File: src/logic/cbc_pkg.sv
// Constants and types shared by the core control-pin end and the system end.
// Assumes one system clock (CLK_SYS, 40 MHz) and synchronous active-low reset.
// -----------------------------------------------------------------------------
// -----------------------------------------------------------------------------
package cbc_pkg;
   localparam int CBC_ADDR_W = 32;
   localparam int CBC_DATA_W = 32;
   localparam logic [CBC_ADDR_W-1:0] CBC_RESTART_ADDR = 32'h0000_0000;
   localparam logic [CBC_ADDR_W-1:0] CBC_ADDR_STEP = 32'h0000_0004;
   localparam int CBC_RESET_MIN_CYC = 2;
   localparam int CBC_RESET_HIGH_CYC = 1;
   localparam logic [1:0] CBC_SCAN_DIV_LAST = 2'h3;
   localparam logic [4:0] CBC_MODE_USER = 5'h10;
   localparam logic [4:0] CBC_MODE_SVC = 5'h13;

   typedef enum logic [3:0] {
      CBC_ST_RESET = 4'b0001,
      CBC_ST_RESTART = 4'b0010,
      CBC_ST_ACCESS = 4'b0100,
      CBC_ST_STRETCH = 4'b1000
   } cbc_state_t;
endpackage

File: src/logic/cbc_if.sv
// Pins between the core control end and the system end.
// Both ends run on the same clock, supplied by the testbench.
`timescale 1ns/10ps
interface cbc_if;
   import cbc_pkg::*;
   logic core_reset_low;
   logic access_stretch_low;
   logic test_logic_reset_low;
   logic write_not_read;
   logic privileged_access_flag;
   logic test_out_drive_low;
   logic scan_update_clock;
   logic watch0_match_out;
   logic debug_clock_out;
   logic [CBC_ADDR_W-1:0] addr;
   logic access_valid;

   modport core (
      input core_reset_low, access_stretch_low, test_logic_reset_low,
      output write_not_read, privileged_access_flag, test_out_drive_low,
      output scan_update_clock, watch0_match_out, debug_clock_out, addr, access_valid
   );
   modport sys (
      output core_reset_low, access_stretch_low, test_logic_reset_low,
      input write_not_read, privileged_access_flag, test_out_drive_low,
      input scan_update_clock, watch0_match_out, debug_clock_out, addr, access_valid
   );
endinterface

File: src/logic/cbc_core.sv
// Core end: sequencing of address, access indicators, scan and watch outputs.
// Assumes the system end keeps reset and stretch inputs legal.
`timescale 1ns/10ps
module cbc_core
   import cbc_pkg::*;
(
   input wire logic CLK_SYS, // System clock
   input wire logic NRST, // Sync reset, active low
   cbc_if.core LNK, // Pins to the system end
   input wire logic REQ_VALID, // Access request
   input wire logic REQ_WRITE, // Request is a write
   input wire logic [4:0] MODE, // Current processor mode
   input wire logic TDO_SHIFT, // Serial test data shifting
   input wire logic [CBC_ADDR_W-1:0] WATCH_ADDR, // Watch compare address
   input wire logic [CBC_ADDR_W-1:0] WATCH_MASK, // Bits set are ignored
   input wire logic WATCH_EN, // Watch enable, not used by match
   output logic ABORTED, // Instruction aborted by reset
   output logic BUSY // Access held in a stretch
);
   // ---------------------------------------------------------------------------
   // Sequencer
   // ---------------------------------------------------------------------------
   cbc_state_t state_r, state_nxt;
   logic [CBC_ADDR_W-1:0] addr_r, addr_nxt;
   logic wr_r, priv_r, tdo_r, valid_r, abort_r;
   logic [1:0] div_r;
   logic dbg_r, upd_r, match_r;
   logic busy_r;

   wire in_reset = !LNK.core_reset_low;
   wire stretch = !LNK.access_stretch_low;
   wire test_reset = !LNK.test_logic_reset_low;
   wire accept = !stretch && REQ_VALID;
   wire div_wrap = (div_r == CBC_SCAN_DIV_LAST);
   wire watch_hit = ((addr_r ^ WATCH_ADDR) & ~WATCH_MASK) == '0;
   // Skip the edge on which the debug clock rises, so match never moves with it
   wire match_load = !dbg_r && !div_wrap;

   always_comb begin
      state_nxt = state_r;
      addr_nxt = addr_r;
      if (in_reset) begin
         state_nxt = CBC_ST_RESET;
         addr_nxt = addr_r + CBC_ADDR_STEP; // Natural wrap past the top
      end else begin
         unique case (state_r)
            CBC_ST_RESET: begin
               state_nxt = CBC_ST_RESTART;
               addr_nxt = CBC_RESTART_ADDR;
            end
            CBC_ST_RESTART: state_nxt = stretch ? CBC_ST_STRETCH : CBC_ST_ACCESS;
            CBC_ST_ACCESS: begin
               if (stretch) begin
                  state_nxt = CBC_ST_STRETCH;
               end else if (accept) begin
                  addr_nxt = addr_r + CBC_ADDR_STEP;
               end
            end
            CBC_ST_STRETCH: if (!stretch) state_nxt = CBC_ST_ACCESS;
         endcase
      end
   end

   // Busy is registered from the next state so the output comes from a flop
   wire stretch_nxt = (state_nxt == CBC_ST_STRETCH);

   // All state moves on the one system clock
   always_ff @(posedge CLK_SYS) begin
      if (!NRST) begin
         state_r <= CBC_ST_RESET;
         addr_r <= CBC_RESTART_ADDR;
         busy_r <= 1'b0;
      end else begin
         state_r <= state_nxt;
         addr_r <= addr_nxt;
         busy_r <= stretch_nxt;
      end
   end

   // ---------------------------------------------------------------------------
   // Indicators
   // ---------------------------------------------------------------------------
   always_ff @(posedge CLK_SYS) begin
      if (!NRST) begin
         wr_r <= 1'b0;
         priv_r <= 1'b1;
         tdo_r <= 1'b1;
         valid_r <= 1'b0;
         abort_r <= 1'b0;
      end else begin
         // Held stable during a stretch so memory sees one access
         if (!stretch) wr_r <= REQ_WRITE && REQ_VALID && !in_reset;
         priv_r <= (MODE != CBC_MODE_USER);
         tdo_r <= !(TDO_SHIFT && !test_reset);
         // One cycle per accepted access; a stretch never repeats it
         valid_r <= accept && !in_reset && state_r == CBC_ST_ACCESS;
         abort_r <= in_reset && state_r != CBC_ST_RESET;
      end
   end

   // ---------------------------------------------------------------------------
   // Scan and debug clocks, watch output
   // ---------------------------------------------------------------------------
   always_ff @(posedge CLK_SYS) begin
      if (!NRST || test_reset) begin
         div_r <= 2'h0;
         dbg_r <= 1'b0;
         upd_r <= 1'b0;
         match_r <= 1'b0;
      end else begin
         div_r <= div_r + 2'h1;
         if (div_wrap) dbg_r <= !dbg_r;
         upd_r <= div_wrap && dbg_r; // One update pulse per debug period
         // Match may move only while debug clock is low
         if (match_load) match_r <= watch_hit;
      end
   end

   assign LNK.write_not_read = wr_r;
   assign LNK.privileged_access_flag = priv_r;
   assign LNK.test_out_drive_low = tdo_r;
   assign LNK.scan_update_clock = upd_r;
   assign LNK.watch0_match_out = match_r;
   assign LNK.debug_clock_out = dbg_r;
   assign LNK.addr = addr_r;
   assign LNK.access_valid = valid_r;
   assign ABORTED = abort_r;
   assign BUSY = busy_r;
endmodule

File: src/flat_wrapper.sv
// flat-port wrapper written by rule: the top's interface ports become plain ports
module cbc_core_flat import cbc_pkg::*;
  (CLK_SYS, NRST, REQ_VALID, REQ_WRITE, MODE, TDO_SHIFT, WATCH_ADDR, WATCH_MASK, WATCH_EN, ABORTED, BUSY, LNK_core_reset_low, LNK_access_stretch_low, LNK_test_logic_reset_low, LNK_write_not_read, LNK_privileged_access_flag, LNK_test_out_drive_low, LNK_scan_update_clock, LNK_watch0_match_out, LNK_debug_clock_out, LNK_addr, LNK_access_valid);
  cbc_if LNK_i ();
  input wire logic CLK_SYS;
  input wire logic NRST;
  input wire logic REQ_VALID;
  input wire logic REQ_WRITE;
  input wire logic [4:0] MODE;
  input wire logic TDO_SHIFT;
  input wire logic [CBC_ADDR_W-1:0] WATCH_ADDR;
  input wire logic [CBC_ADDR_W-1:0] WATCH_MASK;
  input wire logic WATCH_EN;
  output logic ABORTED;
  output logic BUSY;
  input wire logic [$bits(LNK_i.core_reset_low)-1:0] LNK_core_reset_low;
  input wire logic [$bits(LNK_i.access_stretch_low)-1:0] LNK_access_stretch_low;
  input wire logic [$bits(LNK_i.test_logic_reset_low)-1:0] LNK_test_logic_reset_low;
  output wire logic [$bits(LNK_i.write_not_read)-1:0] LNK_write_not_read;
  output wire logic [$bits(LNK_i.privileged_access_flag)-1:0] LNK_privileged_access_flag;
  output wire logic [$bits(LNK_i.test_out_drive_low)-1:0] LNK_test_out_drive_low;
  output wire logic [$bits(LNK_i.scan_update_clock)-1:0] LNK_scan_update_clock;
  output wire logic [$bits(LNK_i.watch0_match_out)-1:0] LNK_watch0_match_out;
  output wire logic [$bits(LNK_i.debug_clock_out)-1:0] LNK_debug_clock_out;
  output wire logic [$bits(LNK_i.addr)-1:0] LNK_addr;
  output wire logic [$bits(LNK_i.access_valid)-1:0] LNK_access_valid;
  assign LNK_i.core_reset_low = LNK_core_reset_low;
  assign LNK_i.access_stretch_low = LNK_access_stretch_low;
  assign LNK_i.test_logic_reset_low = LNK_test_logic_reset_low;
  assign LNK_write_not_read = LNK_i.write_not_read;
  assign LNK_privileged_access_flag = LNK_i.privileged_access_flag;
  assign LNK_test_out_drive_low = LNK_i.test_out_drive_low;
  assign LNK_scan_update_clock = LNK_i.scan_update_clock;
  assign LNK_watch0_match_out = LNK_i.watch0_match_out;
  assign LNK_debug_clock_out = LNK_i.debug_clock_out;
  assign LNK_addr = LNK_i.addr;
  assign LNK_access_valid = LNK_i.access_valid;
  cbc_core u_core (.CLK_SYS(CLK_SYS), .NRST(NRST), .LNK(LNK_i), .REQ_VALID(REQ_VALID), .REQ_WRITE(REQ_WRITE), .MODE(MODE), .TDO_SHIFT(TDO_SHIFT), .WATCH_ADDR(WATCH_ADDR), .WATCH_MASK(WATCH_MASK), .WATCH_EN(WATCH_EN), .ABORTED(ABORTED), .BUSY(BUSY));
endmodule
File: config.mk
export PLATFORM = sky130hd
export DESIGN_NAME = cbc_core_flat
export DESIGN_NICKNAME = d
export VERILOG_FILES = /design/src/logic/cbc_pkg.sv /design/src/logic/cbc_if.sv /design/src/logic/cbc_core.sv /design/src/flat_wrapper.sv
export SDC_FILE = /design/constraint.sdc
export NUM_CORES = 1
export LEC_CHECK = 0
export BUFFER_PORTS_ARGS = -buffer_cell sky130_fd_sc_hd__clkbuf_2
export CORE_AREA = 3 3 75 84
export DETAILED_ROUTE_END_ITERATION = 16
export DIE_AREA = 0 0 78 87
export GPL_TIMING_DRIVEN = 0
export PLACE_DENSITY = 0.77
export SYNTH_ARGS = -nofsm -noshare
export SYNTH_HDL_FRONTEND = slang
export SYNTH_SLANG_ARGS = --single-unit
File: constraint.sdc
create_clock -name CLK_SYS -period 2.4 [get_ports CLK_SYS]
set_input_delay 0.48 -clock CLK_SYS [delete_from_list [all_inputs] [get_ports CLK_SYS]]
set_output_delay 0.48 -clock CLK_SYS [all_outputs]
set_load 0.005 [all_outputs]
Yosys cells after proc, flatten, opt, wreduce, memory -nomap -nowiden
Index checks and enable logic that the tools add are counted.
{"block": "totals", "out_inout_bits": 41, "reg_bits": 47, "in_bits": 78}
{"block": "op_classes", "n_reduce_logical": 18, "n_eq_ne": 11, "n_addsub": 2, "mux": 9, "n_bitwise": 3}
{"operator": "2-to-1 mux 32 bit", "count": 3}
{"operator": "one-hot mux 32 bit (2 select lines)", "count": 1}
{"operator": "adder 32 x 3 -> 32 bit, second input constant", "count": 1}
{"operator": "AND 32 bit", "count": 1}
{"operator": "logical NOT 32 bit", "count": 1}
{"operator": "inverter 32 bit", "count": 1}
{"operator": "XOR 32 bit", "count": 1}
{"operator": "2-to-1 mux 4 bit", "count": 4}
{"operator": "one-hot mux 4 bit (4 select lines)", "count": 1}
{"operator": "logical AND 1 bit", "count": 9}
{"operator": "equality test 4 bit, second input constant", "count": 2}
{"operator": "logical NOT 1 bit", "count": 6}
{"operator": "inequality test 5 bit, second input constant", "count": 1}
{"operator": "equality test 4 x 1 -> 1 bit, second input constant", "count": 1}
{"operator": "equality test 4 x 2 -> 1 bit, second input constant", "count": 1}
{"operator": "equality test 4 x 3 -> 1 bit, second input constant", "count": 1}
{"operator": "inequality test 4 x 1 -> 1 bit, second input constant", "count": 1}
{"operator": "inequality test 3 x 1 -> 1 bit, second input constant", "count": 1}
{"operator": "inequality test 3 x 2 -> 1 bit, second input constant", "count": 1}
{"operator": "inequality test 3 bit, second input constant", "count": 1}
{"operator": "AND reduction 3 bit", "count": 1}
{"operator": "adder 2 x 1 -> 2 bit, second input constant", "count": 1}
{"operator": "equality test 2 bit, second input constant", "count": 1}
{"operator": "logical OR 1 bit", "count": 1}

Longest topological paths before layout
Gate-level depths: netlist of the first run.
{"block": "logic_depth", "word_depth": 5, "mapped_depth": 7, "ltp_nobuf": 6}

Worst setup path after synthesis of the first run
No wires, ideal clock.
{"block": "synth_timing", "kind": "reg2reg", "startpoint": "register u_core.state_r[1]", "endpoint": "register u_core.addr_r[31] (netlist: u_core.LNK.addr[31])", "n_path_buf": 0, "slack_ns": 0.647, "t_required_ns": 2.330, "arrival_time_ns": 1.683, "stages_incl_launch_ff": 6, "cell_sequence": "dfxtp_1 or4b_1 o311ai_2 nand4b_1 or3_1 a21oi_1"}
{"block": "synth_between", "elab_chain_len": 3, "elab_cells_between_ends": 8, "classes_between": "eq/ne: 5; mux: 2; reduce/logical: 1"}
{"element": "from (decl)", "line_no": "cbc_core.sv:23", "rtl": "cbc_state_t state_r, state_nxt;"}
{"element": "from (signal assigned)", "line_no": "cbc_core.sv:74", "rtl": "state_r <= state_nxt;"}
{"element": "equality test 4 x 3 -> 1 bit / equality test 4 x 1 -> 1 bit (equally long branches)", "line_no": "cbc_core.sv:46", "rtl": "unique case (state_r)"}
{"element": "inequality test 3 x 2 -> 1 bit (no source line), or another cell as far along"}
{"element": "AND reduction 3 bit (no source line) / 2-to-1 mux 32 bit (equally long branches)"}
{"element": "to (signal assigned)", "line_no": "cbc_core.sv:75", "rtl": "addr_r <= addr_nxt;"}
{"element": "to (decl)", "line_no": "cbc_core.sv:24", "rtl": "logic [CBC_ADDR_W-1:0] addr_r, addr_nxt;"}
Several ways; a longest one is shown, not always the timed one.
A chain may end at the register's enable or synchronous reset.

Worst setup path after layout of the first run
{"block": "layout_timing", "startpoint": "register u_core.addr_r[2] (netlist: u_core.LNK.addr[2])", "endpoint": "register u_core.addr_r[20] (netlist: u_core.LNK.addr[20])"}
{"block": "layout_between", "elab_chain_len": 5}
{"element": "adder 32 x 3 -> 32 bit *", "line_no": "cbc_core.sv:44, cbc_core.sv:56"}
{"element": "2-to-1 mux 32 bit", "line_no": "cbc_core.sv:55", "rtl": "end else if (accept) begin"}
{"element": "2-to-1 mux 32 bit", "line_no": "cbc_core.sv:53", "rtl": "if (stretch) begin"}
{"element": "one-hot mux 32 bit (2 select lines)", "line_no": "cbc_core.sv:46"}
{"element": "2-to-1 mux 32 bit *", "line_no": "cbc_core.sv:42", "rtl": "if (in_reset) begin"}
Every way passes the cells marked *; elsewhere a longest branch is shown, timed or not. The select of a mux whose other input is x is not followed.

==> results of run 1 <==
power breakdown:
| group | leakage (nW) | switching (mW) | internal (mW) |
|---|---|---|---|
| logic | 0.913 | 0.0859 | 0.0956 |
| registers | 0.364 | 0.0113 | 0.754 |
| clock network | 0.0585 | 0.256 | 0.340 |
metal layers:
metal  up-vias  wire (um)  track usage (%)
met5         -          0                0
met3        12        634            4.762
met4         0        163            8.267
li1       1291          -                -
met1      1158       2893            26.75
met2       105       3295            35.98
cells in the mapped netlist (2+ instances only):
master and instances:
a21oi_1 9, and2_1 4, and3_1 6, and4_1 2, buf_1 2, buf_4 3, clkbuf_1 7, dfxtp_1 45
ha_1 2, inv_1 10, mux2i_1 2, nand2_1 22, nand2b_1 2, nand3_1 21, nand4_1 16, nand4b_1 2
nor2_1 35, nor3_1 3, nor4_1 6, nor4b_2 2, o21ai_0 10, o22ai_1 14, or3_1 8, xnor2_1 35
xor2_1 13
registers in the layout (all words and copies together), names as in the netlist:
| name | cells |
|---|---|
| u_core.div_r | 2 |
| u_core.LNK.watch0_match_out | 1 |
| u_core.BUSY | 1 |
| u_core.LNK.addr | 30 |
| u_core.LNK.write_not_read | 1 |
| u_core.LNK.access_valid | 1 |
| u_core.LNK.test_out_drive_low | 1 |
| u_core.state_r | 4 |
| u_core.LNK.privileged_access_flag | 1 |
| u_core.ABORTED | 1 |
| u_core.LNK.scan_update_clock | 1 |
| u_core.LNK.debug_clock_out | 1 |
worst max path at each step:
stage,startpoint,endpoint,slack (ps),cells after the start
CTS,u_core.LNK.addr[3],u_core.LNK.addr[20],310,6
global placement,LNK_access_stretch_low,u_core.LNK.addr[27],280,6
floorplan,u_core.state_r[1],u_core.LNK.addr[31],650,5
global route,u_core.LNK.addr[4],u_core.LNK.addr[29],110,5
detailed placement,LNK_access_stretch_low,u_core.LNK.addr[27],210,6
finish,u_core.LNK.addr[2],u_core.LNK.addr[20],300,6
critical path, delay by kind of cell (launching register included):
kind	cells	cell delay [ps]
AO/OA/AOI/OAI	2	240
adder cells (fa/ha/maj)	1	200
buffers and inverters	1	320
flip-flops	1	530
AND/OR/NAND/NOR	2	650
through the flow:
| step | area [sq um] | total power [mW] |
|---|---|---|
| after floorplan | 2461 | 0.8690 |
| after global placement | 3120 | 0.9615 |
| after detailed placement | 3120 | 0.9652 |
| after CTS | 3237 | 1.552 |
| after global routing | 3237 | 1.607 |
| final | 3237 | 1.543 |
kinds of logic after synthesis:
| kind of cell | after synthesis |
|---|---|
| and+or+nand+nor | 135 |
| AOI/OAI and AO/OA | 41 |
| muxes | 2 |
| other | 1 |
| xor gates and xnor gates | 48 |
| adders and majority gates | 2 |
| DFF | 45 |
| buffers and inverters | 23 |
cell type report:
cell class	count	share of cell area, %
Timing Repair Buffer	113	17.47
Clock inverter	1	0.9277
Sequential cell	45	27.83
Buffer	13	2.087
Clock buffer	7	2.667
Tap cell	75	2.899
Inverter	10	1.160
Multi-Input combinational cell	230	44.96
==> reports/summary.txt, run 1 <==
Hold WS: 338.8 ps
Die Y: 87 um
setup bufs post-CTS: 0
Max stage delay on crit path: 530 ps
fin crit share: 87.39%
Synth area leader: dfxtp_1
core footprint: 0.005465 sq mm
RSZ-0062 raised after global routing: false
io pins: 119
most frequent cells in the layout: clkbuf_2, dfxtp_1, nor2_1, xnor2_1, nand2_1
Post-Layout Cell Count: 494
multiplexer share of the synthesized area: 0.8147%
Clock Tree Root: clkbuf_8
CTS H-tree depth: 2
Worst Tran Pin Value: 768.5 ps
Synth Area in Adders: 1.018%
Final Hold Vio Count: 0
Synth Warn #: 0
power density over the cells: 476.6 mW/mm^2
Pre-Repair DR Iteration Count: 7
CP Data Required Time: 2570 ps
Final Critical Period: 2097 ps
initial antenna violation count: 0
maximum clock path buffer count: 2
Clock Pin Slew Worst Setup and Hold Paths: 90 ps
die width: 78 um
Post-Syn Instances: 297
Worst Path Max Fanout: 8
Setup WS post-layout: 302.6 ps
R2R Setup Slk: 300 ps
Leakage: 1.336 nW
commonest non-fill, non-tap cell in the layout: clkbuf_2
FF+latch count, synth: 45
Compound-Gate Fraction of Synth Area: 10.39%
largest net degree at the start of global routing: 14
CP Launch Type: flip-flop
Final Net Count: 498
Rel. slew slack: 48.33%
Post-Syn Area per Cell: 8.274 sq um
total gr overflow: 0
Simple-Gate Fraction of Synth Area: 29.58%
Max Cap Violations: 0
Final Setup Violations: 0
cts bufs inserted: 5
die area: 0.006786 sq mm
Post-Place Setup Slack: 205.1 ps
PortBufs: 113
DRC: 0
Gates resized, CTS repair: 0
FF+latch area: 900.9 sq um
area of the multi-input gates: 0.001455 sq mm
Post-synth top flop: dfxtp_1
post-detail-place hpwl: 5.626 mm
gr usage total: 21.39%
GPL Wtd Cong: 0.8845
async set or reset register ratio after synthesis: 0%
Hold Crit Endpoint: u_core.LNK.privileged_access_flag
CP Cell Sequence: ha_1 > clkbuf_1 > nand3_1 > nor3b_4 > a31o_2 > a21oi_1
TNS Setup: 0 ps
hold path startpoint: MODE[4]
Post-CTS Hold Fix Bufs: 0
worst r2r src: u_core.LNK.addr[2]
vias in the first global route: 2425
Placed Cells: 486
first-pass GRT wire length: 11.48 mm
total number of vias: 2566
Std-Cell Rows: 28
Filler Cell Count: 520
clk_lat worst skew: 300 ps
Vias per Instance: 5.194
post-synthesis sequential area ratio: 36.66%
Slew Viols, Final: 0
Max VDD drop: 0.0003121 V
CTS tree: done
synthesized area: 0.002457 sq mm
initial DRC count: 125
Max Fclk: 476.8 MHz
Synth top area share: 36.66%
synth top area cells: dfxtp_1, xnor2_1, nor2_1, xor2_1, nand3_1
XOR/XNOR share of the synthesized area: 17.11%
Setup Skew: 9.429 ps
routed len/inst: 14.14 um
RR Endpoint: u_core.LNK.addr[20]
main combinational cell family by area after synthesis: simple AND/OR/NAND/NOR gates
Util after Layout: 59.23%
initial core utilization: 44.96%
slowest stage cell, crit path: dfxtp_1
WHS Path Cells: 2
final WL: 6.987 mm
layout cell share with drive strength beyond 1: 31.03%
status: complete, no violations
Yosys cell types: 41
number of synthesized flops with an enable pin: 0
Hold Path Class: in2reg
synthesis-to-finish area growth: 31.72%
Crit Path Class: reg2reg
Clock Sinks: 45
R2R depth: 6
Arr. time, crit path: 2260 ps
antenna-violating nets left: 0
n_diodes: 0
CP endpoint kind: flip-flop
No activity file was read; power rests on OpenSTA's default activity.
==> run 2: changes to the inputs <==
- CORE_AREA: 3 3 75 84 -> 3 3 77 87
- CTS_CLUSTER_DIAMETER: default -> 80
- DIE_AREA: 0 0 78 87 -> 0 0 80 90
- PLACE_DENSITY: 0.77 -> 0.76
- clock period: 2.4 -> 1.7 ns (I/O delays scaled with it)
==> reports/summary.txt, run 2 (same netlist as run 1, synthesis figures left out) <==
TNS Setup: -1715 ps (-1715 ps)
Clock Sinks: 45 (unchanged)
vias in the first global route: 2602 (+7.3%)
Arr. time, crit path: 2110 ps (-150 ps)
most frequent cells in the layout: clkbuf_2, xnor2_1, nor2_1
worst setup path startpoint: u_core.state_r[0]
Final Net Count: 522 (+4.8%)
n_diodes: 0 (unchanged)
total gr overflow: 0 (unchanged)
Vias per Instance: 5.335 (+2.7%)
Final Hold Vio Count: 0 (unchanged)
die width: 80 um (+2.6%)
io pins: 119 (unchanged)
synthesis-to-finish area growth: 46.28%
GPL Wtd Cong: 0.8804 (-0.46%)
Clock Pin Slew Worst Setup and Hold Paths: 80 ps (about the same)
Leakage: 1.543 nW (+16%)
final WL: 7.873 mm (+13%)
RSZ-0062 raised after global routing: true
cts bufs inserted: 5 (unchanged)
failing checks: negative setup slack
CTS tree: done
total power: 2.094 mW (+36%)
Die Y: 90 um (+3.4%)
Max Cap Violations: 0 (unchanged)
maximum clock path buffer count: 2 (unchanged)
PortBufs: 113 (unchanged)
first-pass GRT wire length: 12.23 mm (+6.5%)
Hold Path Class: in2reg
CP Data Required Time: 1940 ps (-630 ps)
clk_lat worst skew: 300 ps (about the same)
Crit Path Class: reg2reg
max reg flops: 30 (unchanged)
CP endpoint kind: flip-flop
CP Cell Sequence: nand4b_1 > o311ai_4 > buf_2 > nand4_1 > or3_1 > nand2_1
die area: 0.007200 sq mm (+6.1%)
Final Setup Violations: 27 (+27)
DRC: 0 (unchanged)
layout cell share with drive strength beyond 1: 42.89% (+12 points)
commonest non-fill, non-tap cell in the layout: clkbuf_2
total number of vias: 2774 (+8.1%)
initial antenna violation count: 0 (unchanged)
CTS H-tree depth: 2 (unchanged)
Max stage delay on crit path: 420 ps (-110 ps)
fin crit share: 110.0% (+23 points)
hold path startpoint: TDO_SHIFT
CP Launch Type: flip-flop
worst r2r src: u_core.state_r[0]
initial DRC count: 198 (+58%)
Std-Cell Rows: 29 (+3.6%)
initial core utilization: 42.33% (-2.6 points)
status: finished, violations left
Pre-Repair DR Iteration Count: 5 (-2)
slowest stage cell, crit path: o311ai_4
core footprint: 0.005806 sq mm (+6.2%)
Worst Path Max Fanout: 5 (-3)
largest net degree at the start of global routing: 14 (unchanged)
Filler Cell Count: 485 (-6.7%)
power density over the cells: 582.6 mW/mm^2 (+22%)
Max VDD drop: 0.0003859 V (+24%)
Clock Tree Root: clkbuf_8
Slew Viols, Final: 0 (unchanged)
Max Fclk: 534.6 MHz (+12%)
routed len/inst: 15.14 um (+7.0%)
post-detail-place hpwl: 5.700 mm (+1.3%)
antenna-violating nets left: 0 (unchanged)
gr usage total: 21.32% (-0.067 points)
Setup WS post-layout: -170.5 ps (-473.1 ps)
Final Critical Period: 1871 ps (-226.9 ps)
Setup Skew: 7.211 ps (-2.218 ps)
[run 2: changes by cell type in the layout (fill, tap and decap cells not counted), sizes merged]
cell    delta
clkinv     +1
clkbuf     -5
bufinv     -1
buf       +29
[run 2: layout make-up]
| cell class | instances | area (sq um) | area share [%] |
|---|---|---|---|
| clock buffer | 7 | 96.34 | 2.680 |
| timing repair buffer | 142 | 792.0 | 22.03 |
| sequential | 45 | 933.4 | 25.97 |
| inverter | 10 | 37.54 | 1.044 |
| tap | 77 | 96.34 | 2.680 |
| buffer | 8 | 55.05 | 1.531 |
| multi-input combinational | 230 | 1579 | 43.93 |
| clock inverter | 1 | 5.005 | 0.1392 |
[run 2: worst max-delay path, delay by kind of cell, from the launching register on]
kind | cells | cell delay (ps)
flip-flops | 1 | 340
buffers and inverters | 1 | 230
AND/OR/NAND/NOR | 4 | 830
AO/OA/AOI/OAI | 1 | 420
[run 2: where the power goes]
part	internal [mW]	switching, mW
Clock	0.367	0.353
Sequential	1.06	0.0154
Combinational	0.163	0.138
Total	1.59	0.506
[run 2: per-layer routing]
metal | GRT usage (%) | wire length [um]
met1 | 26.64 | 3122
met2 | 36.67 | 3890
met4 | 6.479 | 202
met3 | 3.800 | 658
met5 | 0 | 0
[run 2: worst paths after layout]
check	to	slack, ps	depth (start not counted)
max	u_core.LNK.addr[25]	-170	6
min	u_core.LNK.test_out_drive_low	200	2
max reg2reg	u_core.LNK.addr[25]	-170	6
min reg2reg	u_core.div_r[0]	440	1
[run 2: timing repair]
item / in CTS / in global routing
endpoints found under the setup margin: 29 / 30
gates cloned: 1 / 1
buffers inserted: 13 / 14
endpoints found under the hold margin: 0 / 0
hold buffers: 0 / 0
resized for setup: 26 / 20
pin swaps: 11 / 24
[run 2: metrics by stage]
step / cells / util [%] / hold slack (ps) / setup slack [ps] / instance area [sq um]
2_1_floorplan: 298 / - / 399.2 / -29.17 / 2482
3_3_place_gp: 488 / 54.16 / 406.5 / -375.4 / 3144
3_5_place_dp: 488 / 54.16 / 422.2 / -405.0 / 3144
4_1_cts: 507 / 59.05 / 189.7 / -123.4 / 3428
5_1_grt: 520 / 61.92 / 210.9 / -288.5 / 3595
6_report: 520 / 61.92 / 197.5 / -170.5 / 3595
